## src/core/gpio_port_pkg.sv

```systemverilog
package gpio_port_pkg;

  // register addresses on the memory-mapped bus
  localparam logic [11:0] ADDR_P1_LATCH = 12'h001;
  localparam logic [11:0] ADDR_P2_LATCH = 12'h002;
  localparam logic [11:0] ADDR_P1_PIN = 12'h008;
  localparam logic [11:0] ADDR_P2_PIN = 12'h009;
  localparam logic [11:0] ADDR_P1_LCD = 12'h029;
  localparam logic [11:0] ADDR_ROUTE = 12'hfc0;

  // widths
  localparam int P1_W = 8;
  localparam int P2_W = 3;
  localparam int ROUTE_INT_W = 3;

  // reset values
  localparam logic [7:0] P1_LATCH_RST = 8'hff;
  localparam logic [2:0] P2_LATCH_RST = 3'h7;
  localparam logic [7:0] P1_LCD_RST = 8'h00;
  localparam logic [7:0] ROUTE_RST = 8'h00;

  // field positions
  localparam int ROUTE_INT1_BIT = 4;
  localparam int ROUTE_BIT7 = 7;
  localparam int P2_STOP_BIT = 0;
  localparam int P2_OSC_IN_BIT = 1;
  localparam int P2_OSC_OUT_BIT = 2;
  localparam int P1_INT1_BIT = 2;

  // register bus request from the processor
  typedef struct packed {
    logic rd;
    logic wr;
    logic [11:0] addr;
    logic [7:0] wdata;
  } bus_req_t;

  // full state of the port block
  typedef struct packed {
    logic wr_pend;
    logic [11:0] wr_addr;
    logic [7:0] wr_data;
    logic [7:0] p1_latch;
    logic [7:0] p1_lcd;
    logic [7:0] route;
    logic [2:0] p2_latch;
    logic [7:0] rdata;
    logic rvalid;
    logic [7:0] p1_out;
    logic [7:0] p1_oe;
    logic [2:0] p2_out;
    logic [2:0] p2_oe;
    logic p20_prev;
    logic int0;
    logic [2:0] int_route;
    logic osc_in;
  } state_t;

endpackage : gpio_port_pkg

```

## src/core/gpio_port.sv

```systemverilog
//Function
//- outputs held in latch, inputs unlatched
//- pins sampled in first bus state
//- latch updates in second bus state
//- lcd select bit drives segment data
//- port1 latch resets to all ones
//- port1 latch and pin read apart
//- segment pin read value undefined
//- port2 latch resets to all ones
//- dual clock uses oscillator pins
//- driven stop pin falling edge interrupts
//- port2 read bits 7..3 undefined; here they read as zero
//- stop mode floats stop pin
//- route select picks interrupt pin
//- port2 latch and pin read apart
`timescale 1ns/1ps
module gpio_port
  import gpio_port_pkg::*;
(
  input wire logic clk_i,
  input wire logic arst_n_i,
  input wire bus_req_t bus_i,
  output logic [7:0] rdata_o,
  output logic rvalid_o,
  input wire logic [7:0] p1_pin_i,
  output logic [7:0] p1_pin_o,
  output logic [7:0] p1_pin_oe_o,
  input wire logic [2:0] p2_pin_i,
  output logic [2:0] p2_pin_o,
  output logic [2:0] p2_pin_oe_o,
  input wire logic [2:0] p3_int_pin_i,
  input wire logic [7:0] seg_data_i,
  input wire logic dual_clock_i,
  input wire logic low_freq_osc_out_i,
  output logic low_freq_osc_in_o,
  input wire logic stop_mode_i,
  input wire logic output_hold_control_i,
  output logic stop_pin_fall_o,
  output logic [2:0] int_route_o
);

  localparam state_t STATE_RST = '{
    p1_latch: P1_LATCH_RST,
    p2_latch: P2_LATCH_RST,
    p1_lcd: P1_LCD_RST,
    route: ROUTE_RST,
    default: '0
  };

  state_t s;
  state_t next_s;
  logic [7:0] p1_sync;
  logic [2:0] p2_sync;
  logic [2:0] p3_sync;
  logic hold;

  // pins come from outside the clock domain
  sync2 #(.W(P1_W)) u_sync_p1 (
    .clk_i(clk_i),
    .arst_n_i(arst_n_i),
    .d_i(p1_pin_i),
    .q_o(p1_sync)
  );

  sync2 #(.W(P2_W)) u_sync_p2 (
    .clk_i(clk_i),
    .arst_n_i(arst_n_i),
    .d_i(p2_pin_i),
    .q_o(p2_sync)
  );

  sync2 #(.W(ROUTE_INT_W)) u_sync_p3 (
    .clk_i(clk_i),
    .arst_n_i(arst_n_i),
    .d_i(p3_int_pin_i),
    .q_o(p3_sync)
  );

  // in stop mode the pins only keep driving if hold is requested, except the oscillator output in dual-clock mode
  assign hold = !stop_mode_i || output_hold_control_i;

  always_comb begin
    next_s = s;
    // write is taken in the first state, applied in the second
    next_s.wr_pend = bus_i.wr;
    next_s.wr_addr = bus_i.addr;
    next_s.wr_data = bus_i.wdata;
    if (s.wr_pend) begin
      unique case (s.wr_addr)
        ADDR_P1_LATCH: next_s.p1_latch = s.wr_data;
        ADDR_P2_LATCH: next_s.p2_latch = s.wr_data[P2_W-1:0];
        ADDR_P1_LCD: next_s.p1_lcd = s.wr_data;
        ADDR_ROUTE: next_s.route = s.wr_data;
        default: ; // pin-read and other addresses: write dropped
      endcase
    end
    // pin values sampled at the first bus state of the read
    next_s.rvalid = bus_i.rd;
    if (bus_i.rd) begin
      unique case (bus_i.addr)
        ADDR_P1_LATCH: next_s.rdata = s.p1_latch;
        ADDR_P1_PIN: next_s.rdata = p1_sync;
        ADDR_P2_LATCH: next_s.rdata = {5'h00, s.p2_latch};
        ADDR_P2_PIN: next_s.rdata = {5'h00, p2_sync};
        ADDR_P1_LCD: next_s.rdata = s.p1_lcd;
        ADDR_ROUTE: next_s.rdata = {1'b0, s.route[ROUTE_BIT7-1:0]};
        default: next_s.rdata = 8'h00; // unmapped reads give zero
      endcase
    end
    // port 1: segment data wins over the latch; latch 1 releases the pin
    for (int i = 0; i < P1_W; i++) begin
      next_s.p1_out[i] = s.p1_lcd[i] ? seg_data_i[i] : 1'b0;
      next_s.p1_oe[i] = (s.p1_lcd[i] || !s.p1_latch[i]) && hold;
    end
    // port 2 stop pin floats in stop mode whatever hold says
    next_s.p2_out[P2_STOP_BIT] = 1'b0;
    next_s.p2_oe[P2_STOP_BIT] = !s.p2_latch[P2_STOP_BIT] &&
      !stop_mode_i;
    // oscillator pins belong to the resonator in dual-clock mode
    next_s.p2_out[P2_OSC_IN_BIT] = 1'b0;
    next_s.p2_oe[P2_OSC_IN_BIT] = !dual_clock_i &&
      !s.p2_latch[P2_OSC_IN_BIT] && hold;
    next_s.p2_out[P2_OSC_OUT_BIT] = dual_clock_i && low_freq_osc_out_i;
    next_s.p2_oe[P2_OSC_OUT_BIT] = dual_clock_i ||
      (!s.p2_latch[P2_OSC_OUT_BIT] && hold);
    next_s.osc_in = dual_clock_i && p2_sync[P2_OSC_IN_BIT];
    // pin level, not latch, so a driven low pulse still flags
    next_s.p20_prev = p2_sync[P2_STOP_BIT];
    next_s.int0 = s.p20_prev && !p2_sync[P2_STOP_BIT];
    // interrupt inputs follow the route select bits
    for (int k = 0; k < ROUTE_INT_W; k++) begin
      next_s.int_route[k] = s.route[ROUTE_INT1_BIT + k] ?
        p3_sync[k] : p1_sync[P1_INT1_BIT + k];
    end
  end

  // latches take all-ones at reset, lcd select and route take zero
  always_ff @(posedge clk_i or negedge arst_n_i) begin
    if (!arst_n_i) begin
      s <= STATE_RST;
    end else begin
      s <= next_s;
    end
  end

  assign rdata_o = s.rdata;
  assign rvalid_o = s.rvalid;
  assign p1_pin_o = s.p1_out;
  assign p1_pin_oe_o = s.p1_oe;
  assign p2_pin_o = s.p2_out;
  assign p2_pin_oe_o = s.p2_oe;
  assign low_freq_osc_in_o = s.osc_in;
  assign stop_pin_fall_o = s.int0;
  assign int_route_o = s.int_route;
endmodule : gpio_port

```

## src/core/sync2.sv

```systemverilog
`timescale 1ns/1ps
module sync2 #(
  parameter int W = 1
) (
  input wire logic clk_i,
  input wire logic arst_n_i,
  input wire logic [W-1:0] d_i,
  output logic [W-1:0] q_o
);

  typedef struct packed {
    logic [W-1:0] meta;
    logic [W-1:0] q;
  } sync_st_t;

  sync_st_t s;
  sync_st_t next_s;

  // the meta stage feeds only the second stage
  always_comb begin
    next_s.meta = d_i;
    next_s.q = s.meta;
  end

  always_ff @(posedge clk_i or negedge arst_n_i) begin
    if (!arst_n_i) begin
      s <= '0;
    end else begin
      s <= next_s;
    end
  end

  assign q_o = s.q;

endmodule : sync2

```

## config.mk

```make
export PLATFORM = sky130hd
export DESIGN_NAME = gpio_port
export DESIGN_NICKNAME = d
export VERILOG_FILES = /design/src/core/gpio_port_pkg.sv /design/src/core/gpio_port.sv /design/src/core/sync2.sv
export SDC_FILE = /design/constraint.sdc
export NUM_CORES = 1
export LEC_CHECK = 0
export BUFFER_PORTS_ARGS = -buffer_cell sky130_fd_sc_hd__buf_2
export CORE_UTILIZATION = 45
export CTS_CLUSTER_SIZE = 40
export DETAILED_ROUTE_END_ITERATION = 16
export PLACE_DENSITY = 0.72
export SETUP_SLACK_MARGIN = 0.2
export SYNTH_ARGS = -nofsm -noshare
export SYNTH_HDL_FRONTEND = slang
export SYNTH_HIERARCHICAL = 1
export SYNTH_SLANG_ARGS = --single-unit
```

## constraint.sdc

```tcl
create_clock -name clk_i -period 2.5 [get_ports clk_i]
set_input_delay 0.375 -clock clk_i [delete_from_list [all_inputs] [get_ports clk_i]]
set_output_delay 0.375 -clock clk_i [all_outputs]
set_load 0.01 [all_outputs]
```

==> qor.txt, run 1 <==
Least-Margin Pin Slew - 0.579 ns
wire length of the first global-routing pass - 11300 um
detail-routed net length per standard cell - 15.8 um
Clock Pin Slew Worst Setup and Hold Paths - 0.10 ns
Yosys warning count - 6
EDFF count, synth - 0
final non-filler cell area - 4570 sq um
final number of setup-violating endpoints - 0
cell accounting for the most synthesized area - dfrtp_1
TritonCTS clock tree - done
fraction of the yosys area taken by sequential cells - 0.690
vias after detailed routing - 2284
antenna diode count - 0
Synth top area share - 0.618
startpoint types - flip-flop
fill cell instance count of the final layout - 757
worst hold start - bus_i[2]
initial standard-cell utilization of the core - 0.462
Setup Total Neg Slack - 0 ns
fraction of layout instances using a drive strength above 1 - 0.438
maximum number of pins on one net before global-route repair - 65
antenna violations before repair - 0
launch point of the critical path - s[78]$_DFF_PN0_
CTS-repair resized insts - 0
clock share of power - 0.327
static leakage power - 2.12 nW
number of clock sinks - 110
share of total power in sequential cells - 0.615
run status - completed
number of buffers added on ports - 83
floorplan die area - 9300 sq um
total overflow reported by the global router - 0
Max H-tree Level - 3
class of the worst hold path - in2reg
clock buffer count from CTS - 9
routability congestion estimate - 0.768
combined area of all synthesized cells - 4010 sq um
Register Area - 2770 sq um
final cell count without fillers - 457
design internal power - 2.34 mW
area taken by multi-input logic gates - 952 sq um
number of nets with antenna violations after routing - 0
flip-flop and latch count after synthesis - 110
Distinct cells, synth - 35
Nets - 394
most used standard cells in the synthesized netlist - dfrtp_1, buf_4, mux2_2
Switching Power - 0.710 mW
required time of the worst setup path - 2.79 ns
PwrDens - 668 nW/um^2
Final Hold Fails - 0
switching fraction of total power - 0.233
kind of end point of the critical path - flip-flop
final number of max-transition violations - 0
Data arrival, critical path - 2.21 ns
count of boundary I/O pins - 86
worst ir drop on vdd - 0.328 mV
ratio of final minimum period to clock period - 0.765
proportion of register bits with asynchronous set or reset after synthesis - 1.00
first-iteration detailed-routing DRC count - 168
DP HPWL - 5040 um
Comb power frac - 0.058
DRC - 0
cell count after synthesis - 277
Tot GR Track Use - 0.171
DP Cell Count - 440
fmax - 523 MHz
count of max-cap constraint violations - 0
mean post-synth cell area - 14.5 sq um
Core Area - 8680 sq um
peak fanout along the critical path - 8
routed wire length - 7240 um
vias in the first global route - 2249
maximum buffer depth of the clock tree - 2
clock network latency to the later pin of the worst-skew pair - 0.36 ns
R2R Path Start - s[78]$_DFF_PN0_
leading post-synthesis cells by cell area - dfrtp_1, mux2_2, dfstp_2
library cell with the highest instance count after synthesis - dfrtp_1
area growth from synthesis to layout - 14.0%
Tmin final - 1.91 ns
Area after DPL - 4370 sq um
setup repair after global routing missed its margin - false
vertical die dimension - 96.4 um
count of standard-cell rows - 34
category of the critical setup timing path - reg2reg
average vias per placed instance - 5.00
Most used DFF post-synth - dfrtp_1
CTS Root Cell - clkbuf_8
final clock skew - 0.00634 ns
Max transition margin - 0.614
number of iterations in the first detailed-routing pass - 4
Die Wd - 96.4 um
## stage by stage
| stage | setup slack [ns] | hold slack [ns] | utilization | power (mW) |
|---|---|---|---|---|
| 2_1_floorplan | 0.719 | 0.0794 | - | 1.99 |
| 3_3_place_gp | 0.459 | 0.280 | 0.504 | 2.08 |
| 3_5_place_dp | 0.415 | 0.285 | 0.504 | 2.09 |
| 4_1_cts | 0.548 | 0.0780 | 0.527 | 3.10 |
| 5_1_grt | 0.363 | 0.0709 | 0.527 | 3.20 |
| 6_report | 0.586 | 0.109 | 0.527 | 3.05 |
## power groups by stage
stage | combinational, mW | sequential (mW) | clock (mW)
floorplan | 0.0918 | 1.90 | 0
global placement | 0.174 | 1.91 | 0
detailed placement | 0.178 | 1.91 | 0
CTS | 0.180 | 1.88 | 1.04
global route | 0.200 | 1.88 | 1.11
finish | 0.176 | 1.88 | 1.00
## cells by family (layout without fill, tap and decap cells)
| logic type | Yosys count | count (layout) | share of synthesized area |
|---|---|---|---|
| compound gates | 35 | 35 | 0.0590 |
| other cells | 1 | 2 | 0.000935 |
| buf+inv | 45 | 116 | 0.0739 |
| simple gates | 54 | 54 | 0.0876 |
| flops | 110 | 110 | 0.690 |
| mux | 32 | 32 | 0.0889 |
## final cells by class
class / count / area share
Clock buffer: 11 / 0.0331
Sequential cell: 110 / 0.605
Inverter: 9 / 0.00739
Multi-Input combinational cell: 123 / 0.208
Clock inverter: 5 / 0.00876
Timing Repair Buffer: 91 / 0.108
Tap cell: 108 / 0.0296
## worst max-delay path, cell delays in order, from the launching register on
cell	delay [ns]
dfrtp_1	0.40
nor4_1	0.36
nand4_1	0.20
nor2_2	0.49
mux2_2	0.40
## state kept, by name, summed over array words and instances (netlist names)
| signal | flops |
|---|---|
| int_route_o | 3 |
| low_freq_osc_in_o | 1 |
| p1_pin_o | 8 |
| p1_pin_oe_o | 8 |
| p2_pin_o | 1 |
| p2_pin_oe_o | 3 |
| rdata_o | 8 |
| rvalid_o | 1 |
| s | 48 |
| stop_pin_fall_o | 1 |
| u_sync_p1/next_s | 8 |
| u_sync_p1/q_o | 8 |
| u_sync_p2/next_s | 3 |
| u_sync_p2/q_o | 3 |
| u_sync_p3/next_s | 3 |
| u_sync_p3/q_o | 3 |
## metal layers
layer | vias to the layer above | routed length (um) | track usage
met5 | - | 0 | 0
met4 | 0 | 85 | 0.0760
met3 | 5 | 394 | 0.0485
met2 | 81 | 3540 | 0.272
met1 | 1132 | 3220 | 0.220
li1 | 1066 | - | -
## cells in the final DEF, fill, tap and decap left out, drive strengths merged
cell type / instances
or4b: 2
nand4b: 2
mux2: 29
nand2: 2
conb: 2
nor4: 4
nand3: 1
a31oi: 2
inv: 11
nor2b: 2
o21bai: 1
buf: 90
and2: 10
a21oi: 14
or3: 1
nand4: 3
a221oi: 6
nor3: 4
mux2i: 3
or4: 2
o2bb2ai: 3
dfstp: 11
a22oi: 9
dlygate4sd3: 1
nor2: 14
nor3b: 3
or4bb: 1
nand2b: 3
dfrtp: 99
clkbuf: 11
clkinvlp: 3
## final timing paths
| path | depth (start not counted) | end | slack, ns |
|---|---|---|---|
| worst min-delay path | 1 | s[66]$_DFF_PN0_ | 0.11 |
| min in group asynchronous | 2 | u_sync_p2/next_s[0]$_DFF_PN0_ | 0.43 |
| worst max register to register | 4 | s[61]$_DFFE_PN1P_ | 0.59 |
| max in group asynchronous | 3 | s[59]$_DFFE_PN1P_ | 1.40 |
| worst max-delay path | 4 | s[61]$_DFFE_PN1P_ | 0.59 |
| worst min register to register | 0 | u_sync_p1/q_o[4]$_DFF_PN0_ | 0.36 |
## what timing repair did
item                      in CTS  in global routing
hold buffers                   1                  0
hold endpoints to repair      21                  0
setup buffers                  0                  0
(Power assumes the default switching activity.)
==> run 2, diff against run 1 <==
==> constraint.sdc (replaced) <==
create_clock -name clk_i -period 1.8 [get_ports clk_i]
set_input_delay 0.27 -clock clk_i [delete_from_list [all_inputs] [get_ports clk_i]]
set_output_delay 0.27 -clock clk_i [all_outputs]
set_load 0.01 [all_outputs]
==> qor.txt, run 2 (synthesis gave the netlist of run 1 again) <==
antenna violations before repair - 0 (unchanged)
Data arrival, critical path - 1.94 ns (-0.27 ns)
clock share of power - 0.331 (+0.004)
first-iteration detailed-routing DRC count - 114 (-32%)
worst setup timing slack at the placement stage - 0.0317 ns (-0.384 ns)
DP HPWL - 5310 um (+5.2%)
flip-flop count of the largest register after layout - 48 (unchanged)
antenna diode count - 0 (unchanged)
startpoint types - flip-flop
Die Wd - 96.4 um (unchanged)
Nets - 428 (+8.6%)
vias in the first global route - 2422 (+7.7%)
flop2flop setup slack - 0.14 ns (-0.44 ns)
kind of end point of the critical path - flip-flop
final worst-path setup slack - 0.142 ns (-0.445 ns)
average vias per placed instance - 4.92 (-1.6%)
maximum number of pins on one net before global-route repair - 43 (-34%)
Worst R2R Path Depth - 5 (+1)
end point of the most critical hold path - s[78]$_DFF_PN0_
Max H-tree Level - 3 (unchanged)
TritonCTS clock tree - done
number of buffers added on ports - 83 (unchanged)
most common library cell in the layout ignoring fill and taps - dfrtp_1
number of nets with antenna violations after routing - 0 (unchanged)
count of standard-cell rows - 34 (unchanged)
R2R Path Start - s[80]$_DFF_PN0_
fmax - 603 MHz (+15%)
Tot GR Track Use - 0.182 (+0.0106)
worst hold start - bus_i[14]
total overflow reported by the global router - 0 (unchanged)
clock network latency to the later pin of the worst-skew pair - 0.36 ns (about the same)
floorplan die area - 9300 sq um (unchanged)
CTS Root Cell - clkbuf_8
fraction of layout instances using a drive strength above 1 - 0.436 (-0.00236)
static leakage power - 2.31 nW (+9.0%)
count of cells along the worst hold path - 1 (unchanged)
vias after detailed routing - 2414 (+5.7%)
category of the critical setup timing path - reg2reg
Tmin final - 1.66 ns (-0.255 ns)
final clock skew - 0.00669 ns (+0.000352 ns)
Core Area - 8680 sq um (unchanged)
peak fanout along the critical path - 3 (-5)
setup repair after global routing missed its margin - true
PwrDens - 873 nW/um^2 (+31%)
detail-routed net length per standard cell - 15.8 um (about the same)
count of max-cap constraint violations - 0 (unchanged)
ratio of final minimum period to clock period - 0.921 (+0.156)
DRC - 0 (unchanged)
area growth from synthesis to layout - 24.1%
Reg2Reg Capture Point - s[39]$_DFFE_PN1P_
class of the worst hold path - in2reg
share of total power in sequential cells - 0.601 (-0.014)
required time of the worst setup path - 2.09 ns (-0.70 ns)
final number of max-transition violations - 0 (unchanged)
register bank with the most flops - s
Final Hold Fails - 0 (unchanged)
routed wire length - 7780 um (+7.4%)
clock buffer count from CTS - 9 (unchanged)
number of clock sinks - 110 (unchanged)
Area after DPL - 4470 sq um (+2.2%)
maximum buffer depth of the clock tree - 2 (unchanged)
run status - completed
worst ir drop on vdd - 0.650 mV (+98%)
routability congestion estimate - 0.793 (+3.3%)
wire length of the first global-routing pass - 12200 um (+7.7%)
count of boundary I/O pins - 86 (unchanged)
Comb power frac - 0.069 (+0.011)
vertical die dimension - 96.4 um (unchanged)
Switching Power - 1.00 mW (+41%)
leading cell types in the layout, fill and taps excluded - dfrtp_1, buf_2, dlygate4sd3_1
number of iterations in the first detailed-routing pass - 4 (unchanged)
final non-filler cell area - 4980 sq um (+8.9%)
Clock Pin Slew Worst Setup and Hold Paths - 0.10 ns (about the same)
initial standard-cell utilization of the core - 0.462 (unchanged)
switching fraction of total power - 0.230 (-0.00213)
final number of setup-violating endpoints - 0 (unchanged)
Setup Total Neg Slack - 0 ns (unchanged)
design internal power - 3.34 mW (+43%)
-- run 2: routing by layer --
layer | track usage | share of wire | wire [um]
met5 | 0 | 0 | 0
met4 | 0.0404 | 0.0059 | 46
met3 | 0.0634 | 0.072 | 559
met2 | 0.291 | 0.48 | 3750
met1 | 0.241 | 0.44 | 3420
-- run 2: final cells by class --
class                   count  area, sq um
flip-flops and latches    110         2770
inverters                   9         33.8
clock inverters             4         35.0
well taps                 108          135
fillers                   715         3700
multi-input cells         123         1010
clock buffers              12          165
repair buffers            125          835
-- run 2: per-stage QoR --
step,cells,hold slack (ns),util,power [mW]
final,491,0.0466,0.574,4.34
after global routing,491,0.0249,0.574,4.56
after CTS,483,0.00162,0.563,4.38
after detailed placement,449,0.237,0.515,2.91
after global placement,449,0.236,0.515,2.91
after floorplan,278,-0.0256,-,2.77
-- run 2: worst max-delay path by stage --
stage / start / end / depth (start not counted)
global placement: s[78]$_DFF_PN0_ / s[38]$_DFFE_PN1P_ / 5
detailed placement: bus_i[19] / rdata_o[2]$_DFFE_PN0P_ / 6
CTS: s[80]$_DFF_PN0_ / s[63]$_DFFE_PN1P_ / 5
global route: s[80]$_DFF_PN0_ / s[38]$_DFFE_PN1P_ / 5
floorplan: bus_i[11] / rdata_o[0]$_DFFE_PN0P_ / 5
finish: s[80]$_DFF_PN0_ / s[39]$_DFFE_PN1P_ / 5
-- run 2: timing repair --
item / CTS / global route
buffers inserted: 1 / 1
gates resized for setup: 9 / 3
hold buffers: 17 / 7
pin swaps: 3 / 2
setup endpoints to repair: 11 / 19
hold endpoints to repair: 45 / 7
-- run 2: worst max-delay path: stages (launching register included) --
cell and delay (ns):
dfrtp_1 0.42, nor4_4 0.31, nand4_1 0.19, nor3b_2 0.19, buf_4 0.16, mux2_2 0.32
-- run 2: power groups by stage --
stage          sequential (mW)  clock, mW  combinational, mW
6_report                  2.61       1.44              0.298
5_1_grt                   2.62       1.61              0.333
4_1_cts                   2.61       1.48              0.291
3_5_place_dp              2.65          0              0.260
3_3_place_gp              2.65          0              0.257
2_1_floorplan             2.64          0              0.129
==> run 3, diff against run 2 <==
--- a/config.mk
+++ b/config.mk
@@ -7,6 +7,7 @@
 export LEC_CHECK = 0
 export BUFFER_PORTS_ARGS = -buffer_cell sky130_fd_sc_hd__buf_2
 export CORE_UTILIZATION = 45
+export CTS_BUF_LIST = sky130_fd_sc_hd__clkbuf_4
 export CTS_CLUSTER_SIZE = 40
 export DETAILED_ROUTE_END_ITERATION = 16
 export PLACE_DENSITY = 0.72
==> qor.txt, run 3 (synthesis gave the netlist of run 1 again) <==
Tot GR Track Use - 0.187 (+0.00537)
peak fanout along the critical path - 8 (+5)
PwrDens - 791 nW/um^2 (-9.4%)
count of standard-cell rows - 34 (unchanged)
Max H-tree Level - 3 (unchanged)
category of the critical setup timing path - reg2reg
antenna diode count - 0 (unchanged)
ratio of final minimum period to clock period - 0.947 (+0.0260)
fmax - 587 MHz (-2.7%)
DRC - 0 (unchanged)
Tmin final - 1.70 ns (+0.0468 ns)
vertical die dimension - 96.4 um (unchanged)
CTS Root Cell - clkbuf_4
maximum buffer depth of the clock tree - 2 (unchanged)
Nets - 445 (+4.0%)
routed wire length - 8070 um (+3.8%)
Core Area - 8680 sq um (unchanged)
static leakage power - 2.34 nW (+1.2%)
vias in the first global route - 2534 (+4.6%)
fill cell instance count of the final layout - 707 (-1.1%)
number of nets with antenna violations after routing - 0 (unchanged)
final standard cell utilization of the core - 0.583 (+0.00952)
most common library cell in the layout ignoring fill and taps - dfrtp_1
initial standard-cell utilization of the core - 0.462 (unchanged)
first-iteration detailed-routing DRC count - 90 (-21%)
floorplan die area - 9300 sq um (unchanged)
setup repair after global routing missed its margin - true
number of clock sinks - 110 (unchanged)
routability congestion estimate - 0.793 (unchanged)
wire length of the first global-routing pass - 12500 um (+2.7%)
Final Hold Fails - 0 (unchanged)
final clock skew - 0.0122 ns (+0.00554 ns)
run status - completed
kind of end point of the critical path - flip-flop
vias after detailed routing - 2527 (+4.7%)
Switching Power - 0.978 mW (-2.3%)
TritonCTS clock tree - done
leading cell types in the layout, fill and taps excluded - dfrtp_1, buf_2, dlygate4sd3_1
count of max-cap constraint violations - 0 (unchanged)
fraction of layout instances using a drive strength above 1 - 0.408 (-0.0285)
antenna violations before repair - 0 (unchanged)
required time of the worst setup path - 2.18 ns (+0.09 ns)
switching fraction of total power - 0.244 (+0.0140)
count of boundary I/O pins - 86 (unchanged)
clock network latency to the later pin of the worst-skew pair - 0.44 ns (+0.08 ns)
number of iterations in the first detailed-routing pass - 4 (unchanged)
Data arrival, critical path - 2.09 ns (+0.15 ns)
DP HPWL - 5310 um (unchanged)
final number of max-transition violations - 0 (unchanged)
minimum hold slack - 0.0301 ns (-0.0165 ns)
worst ir drop on vdd - 0.452 mV (-30%)
detail-routed net length per standard cell - 15.9 um (+0.34%)
maximum number of pins on one net before global-route repair - 43 (unchanged)
area growth from synthesis to layout - 26.1%
design internal power - 3.02 mW (-9.5%)
Clock Pin Slew Worst Setup and Hold Paths - 0.15 ns (+0.05 ns)
total overflow reported by the global router - 0 (unchanged)
average vias per placed instance - 4.97 (+1.2%)
Comb power frac - 0.082 (+0.013)
Setup Total Neg Slack - 0 ns (unchanged)
Die Wd - 96.4 um (unchanged)
class of the worst hold path - in2reg
number of buffers added on ports - 83 (unchanged)
share of total power in sequential cells - 0.653 (+0.052)
clock buffer count from CTS - 9 (unchanged)
register bank with the most flops - s
clock share of power - 0.265 (-0.066)
flip-flop count of the largest register after layout - 48 (unchanged)
final number of setup-violating endpoints - 0 (unchanged)
startpoint types - flip-flop
-- run 3: cell count changes in the layout (fill, tap and decap cells not counted), sizes merged --
cell	before	now
dlygate4sd3	24	42
clkinv	1	4
clkbuf	12	9
buf	101	100
-- run 3: per-stage QoR --
step,setup slack (ns),instances,power (mW),instance area [sq um]
CTS,0.123,503,4.03,4970
floorplan,0.149,278,2.77,4030
global route,0.0426,508,4.20,5060
global placement,0.0577,449,2.91,4470
finish,0.0951,508,4.00,5060
detailed placement,0.0317,449,2.91,4470
-- run 3: area by class of cell --
class | instances | area, sq um | share of cell area
sequential | 110 | 2770 | 0.547
timing repair buffer | 142 | 1010 | 0.199
tap | 108 | 135 | 0.0267
multi-input combinational | 123 | 1000 | 0.198
inverter | 9 | 33.8 | 0.00668
clock inverter | 7 | 46.3 | 0.00915
clock buffer | 9 | 67.6 | 0.0134
-- run 3: worst max-delay path: stages (launching register included) --
cell and delay, ns:
dfrtp_1 0.44, nor4_4 0.31, nand4_1 0.20, nor2_2 0.19
buf_12 0.17, mux2_2 0.33
-- run 3: power by group through the flow --
stage | Combinational [mW] | Sequential (mW) | Clock (mW)
2_1_floorplan | 0.129 | 2.64 | 0
3_3_place_gp | 0.257 | 2.65 | 0
6_report | 0.330 | 2.61 | 1.06
3_5_place_dp | 0.260 | 2.65 | 0
4_1_cts | 0.324 | 2.61 | 1.10
5_1_grt | 0.366 | 2.62 | 1.21
-- run 3: repair_timing --
action / 4_1_cts / 5_1_grt
buffers inserted: 1 / 0
hold buffers: 37 / 5
pin swaps: 2 / 0
gates resized for setup: 3 / 8
setup endpoints to repair: 11 / 19
endpoints found under the hold margin: 65 / 5
-- run 3: per-layer routing --
layer	wire length, um	vias to the layer above	track usage
met5	0	-	0
met4	97	0	0.0551
met3	539	9	0.0665
met2	3840	84	0.307
met1	3600	1265	0.235
li1	-	1169	-
-- run 3: path summary, 6_finish.rpt --
kind	end	startpoint	slack, ns	cells past startpoint
setup / recovery	s[60]$_DFFE_PN1P_	s[80]$_DFF_PN0_	0.1	5
hold / removal	p1_pin_o[1]$_DFF_PN0_	seg_data_i[1]	0.03	2
setup reg to reg	s[60]$_DFFE_PN1P_	s[80]$_DFF_PN0_	0.1	5
hold reg to reg	u_sync_p1/q_o[6]$_DFF_PN0_	u_sync_p1/next_s[6]$_DFF_PN0_	0.37	0
max in group asynchronous	s[38]$_DFFE_PN1P_	arst_n_i	0.89	3
min in group asynchronous	rvalid_o$_DFF_PN0_	arst_n_i	0.29	2
